### config.mk
export PLATFORM = sky130hd
export DESIGN_NAME = power_sequencer
export DESIGN_NICKNAME = d
export VERILOG_FILES = /design/src/hdl/pwr_seq_pkg.sv /design/src/hdl/power_sequencer.sv /design/src/hdl/input_filter.sv /design/src/hdl/pulse_stretch.sv
export VERILOG_INCLUDE_DIRS = /design/src /design/src/hdl
export SDC_FILE = /design/constraint.sdc
export NUM_CORES = 1
export LEC_CHECK = 0
export BUFFER_PORTS_ARGS = -buffer_cell sky130_fd_sc_hd__buf_4
export CAP_MARGIN = 20
export CORE_ASPECT_RATIO = 0.5
export CORE_MARGIN = 2
export CORE_UTILIZATION = 43
export CTS_CLUSTER_SIZE = 8
export DETAILED_ROUTE_END_ITERATION = 12
export GPL_TIMING_DRIVEN = 1
export SYNTH_ARGS = -nofsm -noshare
export SYNTH_HDL_FRONTEND = slang
export SYNTH_SLANG_ARGS = --single-unit
### constraint.sdc
create_clock -name sys_clk -period 3 [get_ports sys_clk]
set_clock_uncertainty 0.2 [all_clocks]
set_input_delay 0.3 -clock sys_clk [delete_from_list [all_inputs] [get_ports sys_clk]]
set_output_delay 0.3 -clock sys_clk [all_outputs]
set_load 0.05 [all_outputs]
### src/hdl/pwr_seq_cfg.svh
`ifndef PWR_SEQ_CFG_SVH
`define PWR_SEQ_CFG_SVH

// System clock in kHz.
`define SYS_CLK_KHZ 50000
// Input debounce settle time in microseconds.
`define DEBOUNCE_US 1000
`define DEBOUNCE_CYC ((`DEBOUNCE_US * `SYS_CLK_KHZ) / 1000)
// Least carrier reset pulse in microseconds.
`define RESET_PULSE_US 100
`define RESET_PULSE_CYC (((`RESET_PULSE_US * `SYS_CLK_KHZ) + 999) / 1000)
// Low-power notice lead time in microseconds.
`define NOTICE_LEAD_US 10
`define NOTICE_LEAD_CYC (((`NOTICE_LEAD_US * `SYS_CLK_KHZ) + 999) / 1000)
`define IN_COUNT 9
`define IDX_POWER_BUTTON_IN_N 0
`define IDX_RSTBTN 1
`define IDX_SUPPLY 2
`define IDX_PCIEWAKE 3
`define IDX_GENWAKE 4
`define IDX_BATTERY_LOW_IN_N 5
`define IDX_LID 6
`define IDX_SLEEP 7
`define IDX_MAINOK 8

`endif

### src/hdl/pwr_seq_pkg.sv
package pwr_seq_pkg;

	typedef enum logic [2:0] {
		st_off = 3'b000,
		st_powerup = 3'b001,
		st_on = 3'b011,
		st_notice = 3'b010,
		st_s3 = 3'b110,
		st_s4 = 3'b111
	} sys_state_t;

	typedef struct packed {
		logic suspend_ram_ind_n;
		logic suspend_disk_ind_n;
		logic soft_off_ind_n;
		logic low_power_soon_n;
	} sleep_ind_t;

	typedef struct packed {
		logic sleep_req;
		logic hibernate_req;
		logic shutdown_req;
		logic reset_req;
	} sw_req_t;

endpackage

### src/hdl/power_sequencer.sv
// Operation
// - Falling power button edge takes the system out of soft-off.
// - Reset button is edge triggered; holding it low does not hold reset.
// - Carrier reset on reset button, supply bad, main low, watchdog, software.
// - Low supply-good input means main power is not good.
// - Suspend-to-RAM indicator low only in suspend-to-RAM.
// - Suspend-to-disk indicator low in suspend-to-disk or soft-off.
// - Soft-off indicator asserted only in soft-off.
// - Default build warns of a coming low-power state via notice pin.
// - Side-bus build drives the shared pin as the side-bus reset.
// - Watchdog output asserted once a watchdog timeout has occurred.
// - General wake and PCIe wake inputs both accepted as wake requests.
// - Low battery-low input reported as battery-low condition.
// - Lid and sleep button activity reported; sleep button sleeps and wakes from suspend-to-RAM.
`timescale 1ns/1ps
`default_nettype none
`include "pwr_seq_cfg.svh"

module power_sequencer
	import pwr_seq_pkg::*;
#(
	parameter int DEBOUNCE = `DEBOUNCE_CYC,
	parameter int RESET_PULSE = `RESET_PULSE_CYC,
	parameter int NOTICE_LEAD = `NOTICE_LEAD_CYC,
	parameter bit SIDE_BUS_MODE = 1'b0
) (
	input wire logic sys_clk,
	input wire logic rstn,
	input wire logic power_button_in_n,
	input wire logic reset_button_in_n,
	input wire logic supply_good_in,
	input wire logic main_input_supply_ok,
	input wire logic pcie_wake_in_n,
	input wire logic general_wake_in_n,
	input wire logic battery_low_in_n,
	input wire logic lid_in_n,
	input wire logic sleep_button_in_n,
	input wire logic watchdog_timeout,
	input wire logic watchdog_clear,
	input wire sw_req_t sw_req,
	output logic carrier_reset_out_n,
	output sleep_ind_t sleep_ind,
	output logic side_bus_reset_n,
	output logic watchdog_expired_out,
	output logic battery_low,
	output logic lid_event,
	output logic lid_closed,
	output logic sleep_button_event,
	output logic wake_event,
	output var sys_state_t sys_state
);
	localparam int NW = $clog2(NOTICE_LEAD + 1);

	logic [`IN_COUNT-1:0] raw, clean, fall, rise;
	sys_state_t state, next_state, target, next_target;
	logic [NW-1:0] lead_cnt, next_lead_cnt;
	logic wdt_flag, next_wdt_flag;
	logic lid_ev, next_lid_ev, slp_ev, next_slp_ev, wake_ev, next_wake_ev;
	logic reset_trigger, reset_hold, reset_active;
	logic wake_req, pbtn_edge, sleep_edge;

	always_comb begin
		raw = '1;
		raw[`IDX_POWER_BUTTON_IN_N] = power_button_in_n;
		raw[`IDX_RSTBTN] = reset_button_in_n;
		raw[`IDX_SUPPLY] = supply_good_in;
		raw[`IDX_PCIEWAKE] = pcie_wake_in_n;
		raw[`IDX_GENWAKE] = general_wake_in_n;
		raw[`IDX_BATTERY_LOW_IN_N] = battery_low_in_n;
		raw[`IDX_LID] = lid_in_n;
		raw[`IDX_SLEEP] = sleep_button_in_n;
		raw[`IDX_MAINOK] = main_input_supply_ok;
	end

	input_filter #(
		.WIDTH(`IN_COUNT),
		.SETTLE(DEBOUNCE)
	) u_filter (
		.sys_clk(sys_clk),
		.rstn(rstn),
		.raw(raw),
		.clean(clean),
		.fall(fall),
		.rise(rise)
	);

	assign pbtn_edge = fall[`IDX_POWER_BUTTON_IN_N];
	assign sleep_edge = fall[`IDX_SLEEP];
	assign wake_req = ~clean[`IDX_PCIEWAKE] | ~clean[`IDX_GENWAKE];

	// Reset pulses on the button edge, a software reset request or a watchdog timeout; supply faults hold it for as long as they last.
	assign reset_trigger = fall[`IDX_RSTBTN] | sw_req.reset_req | (watchdog_timeout & ~wdt_flag);
	assign reset_hold = ~clean[`IDX_SUPPLY] | ~clean[`IDX_MAINOK] | (state != st_on);

	pulse_stretch #(
		.LENGTH(RESET_PULSE)
	) u_reset (
		.sys_clk(sys_clk),
		.rstn(rstn),
		.trigger(reset_trigger),
		.hold(reset_hold),
		.active(reset_active)
	);

	always_comb begin
		next_state = state;
		next_target = target;
		next_lead_cnt = lead_cnt;
		case (state)
			st_off: begin
				if (pbtn_edge || wake_req) begin
					next_state = st_powerup;
				end
			end
			st_powerup: begin
				if (clean[`IDX_SUPPLY] && clean[`IDX_MAINOK]) begin
					next_state = st_on;
				end
			end
			st_on: begin
				next_lead_cnt = NW'(NOTICE_LEAD);
				if (!clean[`IDX_SUPPLY] || !clean[`IDX_MAINOK]) begin
					next_state = st_powerup;
				end else if (sw_req.shutdown_req || pbtn_edge) begin
					next_target = st_off;
					next_state = st_notice;
				end else if (sw_req.hibernate_req) begin
					next_target = st_s4;
					next_state = st_notice;
				end else if (sw_req.sleep_req || sleep_edge) begin
					next_target = st_s3;
					next_state = st_notice;
				end
			end
			st_notice: begin
				if (lead_cnt <= NW'(1)) begin
					next_state = target;
				end else begin
					next_lead_cnt = lead_cnt - NW'(1);
				end
			end
			st_s3: begin
				if (wake_req || pbtn_edge || sleep_edge) begin
					next_state = st_powerup;
				end
			end
			st_s4: begin
				if (wake_req || pbtn_edge) begin
					next_state = st_powerup;
				end
			end
			default: begin
				next_state = st_off;
			end
		endcase
	end

	always_comb begin
		next_wdt_flag = wdt_flag;
		if (watchdog_timeout) begin
			next_wdt_flag = 1'b1;
		end else if (watchdog_clear) begin
			next_wdt_flag = 1'b0;
		end
		next_lid_ev = fall[`IDX_LID] | rise[`IDX_LID];
		next_slp_ev = sleep_edge;
		next_wake_ev = (fall[`IDX_PCIEWAKE] | fall[`IDX_GENWAKE]);
	end

	always_ff @(posedge sys_clk) begin
		if (!rstn) begin
			state <= st_off;
			target <= st_off;
			lead_cnt <= '0;
			wdt_flag <= 1'b0;
			lid_ev <= 1'b0;
			slp_ev <= 1'b0;
			wake_ev <= 1'b0;
		end else begin
			state <= next_state;
			target <= next_target;
			lead_cnt <= next_lead_cnt;
			wdt_flag <= next_wdt_flag;
			lid_ev <= next_lid_ev;
			slp_ev <= next_slp_ev;
			wake_ev <= next_wake_ev;
		end
	end

	sleep_ind_t ind, next_ind;
	logic rst_out, next_rst_out, bat, next_bat, lid_c, next_lid_c;

	always_comb begin
		next_ind.suspend_ram_ind_n = ~(next_state == st_s3);
		next_ind.suspend_disk_ind_n = ~(next_state == st_s4 || next_state == st_off);
		next_ind.soft_off_ind_n = ~(next_state == st_off);
		// The shared pin is either the notice or the side-bus reset; only while rstn is low does the side-bus build assert both.
		if (SIDE_BUS_MODE) begin
			next_ind.low_power_soon_n = 1'b1;
		end else begin
			next_ind.low_power_soon_n = ~(next_state == st_notice || next_state == st_s3 ||
				next_state == st_s4 || next_state == st_off);
		end
		next_rst_out = ~reset_active;
		next_bat = ~clean[`IDX_BATTERY_LOW_IN_N];
		next_lid_c = ~clean[`IDX_LID];
	end

	always_ff @(posedge sys_clk) begin
		if (!rstn) begin
			ind <= '{suspend_ram_ind_n: 1'b1, suspend_disk_ind_n: 1'b0, soft_off_ind_n: 1'b0,
				low_power_soon_n: 1'b0};
			rst_out <= 1'b0;
			bat <= 1'b0;
			lid_c <= 1'b0;
		end else begin
			ind <= next_ind;
			rst_out <= next_rst_out;
			bat <= next_bat;
			lid_c <= next_lid_c;
		end
	end

	assign sleep_ind = ind;
	assign side_bus_reset_n = SIDE_BUS_MODE ? rst_out : 1'b1;
	assign carrier_reset_out_n = rst_out;
	assign watchdog_expired_out = wdt_flag;
	assign battery_low = bat;
	assign lid_event = lid_ev;
	assign lid_closed = lid_c;
	assign sleep_button_event = slp_ev;
	assign wake_event = wake_ev;
	assign sys_state = state;
endmodule

`default_nettype wire

### src/hdl/input_filter.sv
`timescale 1ns/1ps
`default_nettype none
`include "pwr_seq_cfg.svh"

module input_filter
	import pwr_seq_pkg::*;
#(
	parameter int WIDTH = `IN_COUNT,
	parameter int SETTLE = `DEBOUNCE_CYC
) (
	input wire logic sys_clk,
	input wire logic rstn,
	input wire logic [WIDTH-1:0] raw,
	output logic [WIDTH-1:0] clean,
	output logic [WIDTH-1:0] fall,
	output logic [WIDTH-1:0] rise
);
	localparam int CW = $clog2(SETTLE + 1);

	genvar i;
	generate
		for (i = 0; i < WIDTH; i++) begin : g_in
			logic meta, sync, level;
			logic [CW-1:0] cnt;
			logic next_level;
			logic [CW-1:0] next_cnt;
			always_comb begin
				next_level = level;
				next_cnt = '0;
				if (sync != level) begin
					if (cnt == CW'(SETTLE - 1)) begin
						next_level = sync;
					end else begin
						next_cnt = cnt + CW'(1);
					end
				end
			end
			always_ff @(posedge sys_clk) begin
				if (!rstn) begin
					meta <= 1'b1;
					sync <= 1'b1;
					level <= 1'b1;
					cnt <= '0;
				end else begin
					meta <= raw[i];
					sync <= meta;
					level <= next_level;
					cnt <= next_cnt;
				end
			end
			assign clean[i] = level;
			assign fall[i] = level & ~next_level;
			assign rise[i] = ~level & next_level;
		end
	endgenerate
endmodule

`default_nettype wire

### src/hdl/pulse_stretch.sv
`timescale 1ns/1ps
`default_nettype none

module pulse_stretch #(
	parameter int LENGTH = 16
) (
	input wire logic sys_clk,
	input wire logic rstn,
	input wire logic trigger,
	input wire logic hold,
	output logic active
);
	localparam int CW = $clog2(LENGTH + 1);
	logic [CW-1:0] cnt;
	logic [CW-1:0] next_cnt;

	always_comb begin
		next_cnt = cnt;
		if (trigger || hold) begin
			next_cnt = CW'(LENGTH);
		end else if (cnt != '0) begin
			next_cnt = cnt - CW'(1);
		end
	end

	always_ff @(posedge sys_clk) begin
		if (!rstn) begin
			cnt <= CW'(LENGTH);
		end else begin
			cnt <= next_cnt;
		end
	end

	assign active = (cnt != '0);
endmodule

`default_nettype wire

* Yosys cells after proc, flatten, opt, wreduce, memory -nomap -nowiden
Cells that the tools add are included.
Word-level totals: register bits 210, bits of input ports 17, output and inout port bits 15, word-level logic and storage cells 198
Cells by class: add/sub/neg operators 11, order comparisons 1, equality and inequality tests 28, multiplexer cells 28, bitwise gates (word level) 44, reduce and logical (&&, ||, !) cells 35
Operators with widths (count):
- 16-bit by 1-bit adder with 16-bit output (second input constant) | 9
- 16-bit == test (second input constant) | 9
- 3-bit 2-to-1 mux | 11
- 1-bit inverter | 29
- 3-bit OR reduction | 9
- 9-bit one-hot mux with 2 select lines | 1
- 3-bit one-hot mux with 5 select lines | 1
- 1-bit 2-to-1 mux | 14
- 13-bit nonzero test | 1
- 13-bit by 1-bit subtractor with 13-bit output (second input constant) | 1
- 3-bit == test (second input constant) | 4
- 1-bit logical OR | 10
- 3-bit by 2-bit == test with 1-bit output (second input constant) | 3
- 9-bit by 1-bit less-or-equal comparator with 1-bit output (second input constant) | 1
- 9-bit 2-to-1 mux | 1
- 1-bit != test | 9
- 9-bit by 1-bit subtractor with 9-bit output (second input constant) | 1
- 1-bit AND | 8
- 2-bit AND reduction | 4
- 1-bit OR | 7
- 3-bit logical NOT | 2
- 2-bit nonzero test | 2
- 2-bit OR reduction | 2
- 3-bit by 1-bit == test with 1-bit output (second input constant) | 1
- other kinds (6) | 7

* Depth between registers and ports, before layout
Gate-level depths: netlist (run 1).
depth in word-level cells 16, gate-level depth with buffers 9, gate-level depth less buffers 8

* By module
From an unflattened synthesis (run 1), not the netlist that was laid out.
Unflattened totals: cells, all modules 1029, area total of the unflattened synthesis 9246.4 sq um
By module, submodules not included:
- input_filter | instances 1, cells an instance 824, area an instance 7458.4 sq um, seq. area each 3423.3 sq um
- power_sequencer | instances 1, cells an instance 130, area an instance 1139.8 sq um, seq. area each 500.5 sq um
- pulse_stretch | instances 1, cells an instance 75, area an instance 648.1 sq um, seq. area each 260.2 sq um

* Worst setup path after synthesis (run 1)
OpenSTA, ideal clock, no wires.
kind reg2reg, start point register state[1] (netlist: sys_state[1]), end point register lead_cnt[5], library setup time 0.132 ns, arrival 2.170 ns, data required time 2.668 ns, slack 0.498 ns, cell stages (with the launch flop) 7, path buffers 0, period minus slack after synthesis 2.502 ns, cells stage by stage dfxtp_1 nor2b_1 o21ai_0 or3_1 nor4_1 xnor2_1 a21oi_1
Between the ends: longest elaborated chain between the ends 3, elaborated cells on any way between the ends 6, classes of those cells 3 x eq/ne; 1 x mux; 2 x reduce/logical
RTL lines:
- start: declaration | RTL line power_sequencer.sv:55 | sys_state_t state, next_state, target, next_target;
- start signal: assignment | RTL line power_sequencer.sv:172 | state <= st_off;
- start signal: assignment | RTL line power_sequencer.sv:180 | state <= next_state;
- 3-bit by 2-bit == test with 1-bit output | RTL line power_sequencer.sv:109 | case (state)
- 2-bit != test (no source line) or 2-bit nonzero test (tied branches)
- 2-bit AND reduction (no source line)
- end signal: assignment | RTL line power_sequencer.sv:182 | lead_cnt <= next_lead_cnt;
- end: declaration | RTL line power_sequencer.sv:56 | logic [NW-1:0] lead_cnt, next_lead_cnt;
Parallel ways exist; a longest one is shown, timed or not. A chain may end at the register's enable or synchronous reset.

* Final worst setup path (run 1)
start point register u_filter.g_in[7].cnt[11], end point register ind, in the netlist sleep_ind[1]
Between the ends: longest elaborated chain between the ends 13, elaborated cells on any way between the ends 15, classes of those cells 1 x eq/ne; 8 x mux; 3 x bitwise; 3 x reduce/logical
RTL lines:
- start: declaration | RTL line input_filter.sv:24 | logic [CW-1:0] cnt;
- start signal: assignment | RTL line input_filter.sv:48 | cnt <= next_cnt;
- 16-bit == test * | RTL line input_filter.sv:31 | if (cnt == CW'(SETTLE - 1)) begin
- 1-bit 2-to-1 mux * | RTL line input_filter.sv:31
- 1-bit 2-to-1 mux * | RTL line input_filter.sv:30 | if (sync != level) begin
- 1-bit inverter * | RTL line input_filter.sv:52 | assign fall[i] = level & ~next_level;
- 1-bit AND * | RTL line input_filter.sv:52
- 1-bit logical OR | RTL line power_sequencer.sv:130 | end else if (sw_req.sleep_req || sleep_edge) begin
- 3-bit 2-to-1 mux | RTL line power_sequencer.sv:130
- 3-bit 2-to-1 mux | RTL line power_sequencer.sv:127 | end else if (sw_req.hibernate_req) begin
- 3-bit 2-to-1 mux | RTL line power_sequencer.sv:124 | end else if (sw_req.shutdown_req || pbtn_edge) begin
- 3-bit 2-to-1 mux | RTL line power_sequencer.sv:122 | if (!clean[`IDX_SUPPLY] || !clean[`IDX_MAINOK]) begin
- 3-bit one-hot mux with 5 select lines * | RTL line power_sequencer.sv:109
- 3-bit logical NOT * | RTL line power_sequencer.sv:196 | next_ind.soft_off_ind_n = ~(next_state == st_off);
- 1-bit inverter * | RTL line power_sequencer.sv:196
- end signal: assignment | RTL line power_sequencer.sv:211 | ind <= '{suspend_ram_ind_n: 1'b1, suspend_disk_ind_n: 1'b0, soft_off_ind_n: 1'b0,
- end signal: assignment | RTL line power_sequencer.sv:217 | ind <= next_ind;
- end: declaration | RTL line power_sequencer.sv:190 | sleep_ind_t ind, next_ind;
Mark *: on every way between the ends. The rest lies on a longest branch, timed or not.

==> results of run 1 <==
per-layer routing:
layer  routed length, µm  GRT usage
met4                 295     0.0464
met1                7590      0.198
met3                 628     0.0370
met2                6790      0.237
met5                   0          0
area by class of cell:
| class | instances | share of cell area |
|---|---|---|
| Timing Repair Buffer | 52 | 0.0436 |
| Inverter | 26 | 0.00972 |
| Multi-Input combinational cell | 700 | 0.418 |
| Tap cell | 266 | 0.0332 |
| Clock buffer | 32 | 0.0776 |
| Sequential cell | 209 | 0.417 |
| Clock inverter | 1 | 0.000872 |
what timing repair did:
action | CTS | global route
hold buffers | 19 | 0
endpoints found under the hold margin | 29 | 0
gates resized for setup | 0 | 0
through the flow:
step / utilization / worst slack (ns) / cell area, µm² / total power [mW] / hold WS, ns
after floorplan: - / 0.498 / 8590 / 2.91 / 0.186
after global placement: 0.465 / 0.426 / 9060 / 2.94 / 0.190
after CTS: 0.515 / 0.368 / 10000 / 5.89 / 0.0137
after global routing: 0.515 / 0.147 / 10000 / 6.01 / 0.0817
final: 0.515 / 0.379 / 10000 / 5.79 / 0.0288
after detailed placement: 0.465 / 0.407 / 9060 / 2.94 / 0.192
registers in the layout (all words and copies together), names as in the netlist:
signal                count
battery_low               1
carrier_reset_out_n       1
lead_cnt                  9
lid_closed                1
lid_event                 1
sleep_button_event        1
sleep_ind                 4
sys_state                 3
target                    2
u_filter.g_in.cnt       144
u_filter.g_in.level       9
u_filter.g_in.meta        9
u_filter.g_in.sync        9
u_reset.cnt              13
wake_event                1
watchdog_expired_out      1
cell usage in the layout (no fill, tap or decap), drive strengths merged, types with 3 or more instances in the layout:
cell type	count
dfxtp	209
nor2	191
xor2	84
nand3	66
nand2	62
xnor2	56
buf	33
and3	33
clkbuf	32
inv	25
nand4	25
a21oi	24
nand2b	22
dlygate4sd3	19
nor3	18
o21ai	18
or3	14
nor4	12
ha	12
mux2i	10
nor4b	6
or4	5
and4	5
nor4bb	5
nor3b	4
nor2b	3
or2b	3
final timing paths:
path / start / endpoint / slack [ns] / cells past startpoint
worst min register to register: u_filter.g_in[6].meta / u_filter.g_in[6].sync / 0.20 / 1
worst max register to register: u_filter.g_in[7].cnt[11] / sleep_ind[1] / 0.38 / 6
worst max-delay path: u_filter.g_in[7].cnt[11] / sleep_ind[1] / 0.38 / 6
worst min-delay path: sw_req[3] / target[1] / 0.03 / 4
cell families (layout without fill, tap and decap cells):
logic type | after synthesis | count (layout)
AOI/OAI and AO/OA | 53 | 53
xor gates and xnor gates | 140 | 140
adders and majority gates | 12 | 12
buffers and inverters | 48 | 111
DFF | 209 | 209
muxes | 10 | 10
other | 1 | 1
and+or+nand+nor | 484 | 484
worst max-delay path, stage by stage (launching register included):
cell	delay, ns
dfxtp_1	0.33
or4b_1	0.50
or4_1	0.63
nor3_4	0.22
nor3_1	0.09
o311ai_2	0.38
o21ai_1	0.13
power by group through the flow:
stage | logic, mW | clock network (mW) | registers [mW]
final | 0.101 | 2.88 | 2.81
after global routing | 0.112 | 3.10 | 2.80
after CTS | 0.102 | 2.98 | 2.81
after detailed placement | 0.0826 | 0 | 2.86
after global placement | 0.0815 | 0 | 2.86
after floorplan | 0.0459 | 0 | 2.86
==> results.cfg, run 1 <==
[run_status]
status = finished, final reports clean

[global_routing]
antenna_found_initial = 0
grt_pass1_wl_um = 26600
track_usage = 0.149
grt_max_degree = 24
grt_pass1_vias = 5902
grt_overflow = 0

[floorplanning]
fp.dieArea_um2 = 21200
ioPinCount = 32
core_area_um2 = 19500
start_util = 0.440
dieWidth_um = 204
core.rowCount = 36
die_height_um = 104

[detailed_routing]
ant_nets = 0
vias = 6394
vias_per_cell = 4.97
drc = 0
drt_iter0_markers = 257
detail_route.wl_per_cell_um = 11.9
wirelength_um = 15300
drt_first_pass_iters = 5

[logic_synthesis]
netlist_instances = 957
netlist_top_cells_area = dfxtp_1 49%, xor2_1 8.6%, nor2_1 8.3%
synth_area_um2 = 8590
synth_sequential_area_ratio = 0.487
synth_top_family_by_area = simple AND/OR/NAND/NOR gates
synth_fa_ha_area_frac = 0.0175
muxShareOfSynthArea = 0.0117
synth_warnings = 0
synth-seq-cells = 209
synth_edf_count = 0
yosys.area_share.simple = 0.279
synth_top_area_share = 0.487
synth_top_flop_cell = dfxtp_1
ys_top_cells_by_count = 209 x dfxtp_1, 190 x nor2_1, 84 x xor2_1
synth_compound_area_frac = 0.0373
ys_types = 53
synth_xor_area_frac = 0.143
synth_area_leader_cell = dfxtp_1
synthMostInstantiatedCell = dfxtp_1
syn-num-nets = 986
synth_async_sr_flop_share = 0
avgSynthCellArea_um2 = 8.98

[place]
post-dp-hpwl_um = 10200
gp_congestion = 0.809
place_inst = 1234
io_buffers = 30

[finish]
fillers = 1850
fin_nets = 1048
regArea_um2 = 4180
layout.cells.non_filler = 1286
drive_gt1_frac = 0.0745
n_antenna_cell = 0
multi_input_area_um2 = 4200
synthToLayoutAreaGrowth_pct = 16.9

[cts]
cts_made_buffers = 30
postCtsSetupRepairBufs = 0
path_clk_slew_ns = 0.05
clock_path_buffers = 3
cts_tree = done
cts_root_buffer = clkbuf_16
htreeDepth = 1
clock_latency_ns = 0.53
cts_sinks = 209

[sta]
period_minus_slack_ns = 2.62
tns_ns = 0
fin_crit_sh = 0.874
tightest_slew_ns = 0.616
setup_viol = 0
slew_viol_final = 0
hold_viol_final = 0
maxSlewHeadroom = 0.588
max_freq_mhz = 382
rsz0062_at_grt = no

[power]
power.density_nw_per_um2 = 577
ir_drop_uv = 415
p_int_mw = 4.64
p_seq_frac = 0.485
p_clk_frac = 0.498
switching_power_mw = 1.15
combPwrFrac = 0.017
p_leak_nw = 3.53
power_switching_share = 0.199

[setup_path]
critPathKind = flop to flop
critPathLaunchType = flop
critPathMaxFanout = 5
end_kind = flop
cp.arrival_ns = 2.82
cp.required_ns = 3.20

[worst_hold_path]
hp-class = input pin to flop

[flow_run]
drv_cap = 0
Note: power is estimated with default switching activity, not from simulation.
==> run 2: changes to the inputs <==
Settings changed: CORE_UTILIZATION 43 to 61, PLACE_DENSITY_LB_ADDON set to 0.12.
==> results.cfg, run 2 (synthesis gave the netlist of run 1 again) <==
[global_routing]
grt_util_met3 = 0.0434
track_usage = 0.215
grtUsageMet2 = 0.380
globalRouteMet1Util = 0.271
busiest_layer = met2
antenna_found_initial = 0
grt_overflow = 0
grt_max_degree = 33
grt_pass1_vias = 6137
grt_pass1_wl_um = 26800

[worst_hold_path]
hp-class = input pin to flop
whs_endpoint = u_reset.cnt[12]
min_path_cells = 4
hold_path.startpoint = sw_req[0]

[detailed_routing]
drc = 0
vias_per_cell = 5.31
detail_route.wl_per_cell_um = 13.1
drt_iter0_markers = 244
drt_first_pass_iters = 4
ant_nets = 0
wirelength_um = 15800
vias = 6411

[floorplanning]
ioPinCount = 32
die_height_um = 87.9
start_util = 0.629
fp.dieArea_um2 = 15100
core_area_um2 = 13700
dieWidth_um = 172
core.rowCount = 30

[cts]
cts_root_buffer = clkbuf_16
cts_tree = done
cts_made_buffers = 30
clock_path_buffers = 3
cts_sinks = 209
clock_latency_ns = 0.52
htreeDepth = 1
postCtsSetupRepairBufs = 0
path_clk_slew_ns = 0.05

[finish]
regArea_um2 = 4180
fillers = 1089
fin_nets = 1044
stdcell_area_um2 = 9900
regMostFlops = u_filter.g_in.cnt
largest_reg_flops = 144
n_antenna_cell = 0
mostFrequentLayoutCells = 209 x dfxtp_1, 190 x nor2_1, 84 x xor2_1
drive_gt1_frac = 0.0768
multi_input_area_um2 = 4200
final_common_cell = dfxtp_1
synthToLayoutAreaGrowth_pct = 15.3
reg.largest.list = u_filter.g_in.cnt x144, u_reset.cnt x13

[setup_path]
cp.depth = 6
cpPeakStageDelay_ns = 0.64
crit_chain = or4b_1 > or4_1 > nor3_4 > nor3_1 > o311ai_2 > mux2i_1
rr_worst_depth = 6
critPathKind = flop to flop
r2r_setup_slack_ns = 0.33
worstReg2RegStart = u_filter.g_in[7].cnt[11]
critPathMaxFanout = 5
critPathLaunchType = flop
path_buf_inv = 0
cp.arrival_ns = 2.86
cpLargestDelayFamily = simple AND/OR/NAND/NOR gates
worstReg2RegEnd = sleep_ind[2]
cp.required_ns = 3.19
slowest_stage = or4_1
end_kind = flop

[power]
ir_drop_uv = 439
p_leak_nw = 3.52
finalPower_mw = 5.78
power.density_nw_per_um2 = 583

[sta]
hold_viol_final = 0
maxSlewHeadroom = 0.563
period_minus_slack_ns = 2.67
slew_viol_final = 0
tightest_slew_ns = 0.646
hold_ws_ns = 0.0289
setup_viol = 0
rsz0062_at_grt = no
max_freq_mhz = 374
tns_ns = 0
fin_crit_sh = 0.891

[place]
io_buffers = 30
post-dp-hpwl_um = 10400
place_area_um2 = 8980
gp_congestion = 0.801

[run_status]
status = finished, final reports clean

[flow_run]
drv_cap = 0
run 2: worst register-to-register path, stage by stage (launching register included):
cell	delay, ns
dfxtp_1	0.34
or4b_1	0.52
or4_1	0.64
nor3_4	0.23
nor3_1	0.09
o311ai_2	0.40
mux2i_1	0.12
run 2: timing repair:
item                                   CTS  global route
endpoints found under the hold margin   12             0
resized for setup                        0             0
hold buffers                            13             0
run 2: how the worst max path moves through the flow:
stage / from / end / slack, ns
after detailed placement: u_filter.g_in[7].cnt[11] / sleep_ind[2] / 0.34
final: u_filter.g_in[7].cnt[11] / sleep_ind[2] / 0.33
after global placement: u_filter.g_in[7].cnt[11] / sleep_ind[2] / 0.43
after floorplan: sys_state[1] / lead_cnt[5] / 0.50
after global routing: sys_state[1] / u_reset.cnt[1] / 0.15
after CTS: u_filter.g_in[7].cnt[11] / sleep_ind[2] / 0.32
run 2: layout make-up:
type,instances,share of cell area
Clock buffer,32,0.0787
Sequential cell,209,0.423
Tap cell,192,0.0243
Multi-Input combinational cell,700,0.424
Timing Repair Buffer,48,0.0397
Clock inverter,1,0.000885
Inverter,26,0.00986
run 2: metal layers:
metal  vias up  part of all wire
met5         -                 0
met4         0             0.016
met3        25             0.036
met2        68              0.47
met1      2995              0.48
li1       3323                 -
run 2: stage by stage:
| step | setup slack (ns) | util | std cells |
|---|---|---|---|
| after floorplan | 0.498 | - | 957 |
| after global placement | 0.427 | 0.658 | 1162 |
| after detailed placement | 0.338 | 0.658 | 1162 |
| after CTS | 0.319 | 0.725 | 1208 |
| after global routing | 0.149 | 0.725 | 1208 |
| final | 0.328 | 0.725 | 1208 |
run 2: power by group:
| group | total [mW] | leakage [nW] | switching [mW] | internal (mW) |
|---|---|---|---|---|
| clock | 2.87 | 0.387 | 1.08 | 1.79 |
| sequential | 2.81 | 1.69 | 0.00896 | 2.80 |
| combinational | 0.0959 | 1.44 | 0.0542 | 0.0418 |
| total | 5.78 | 3.52 | 1.14 | 4.63 |
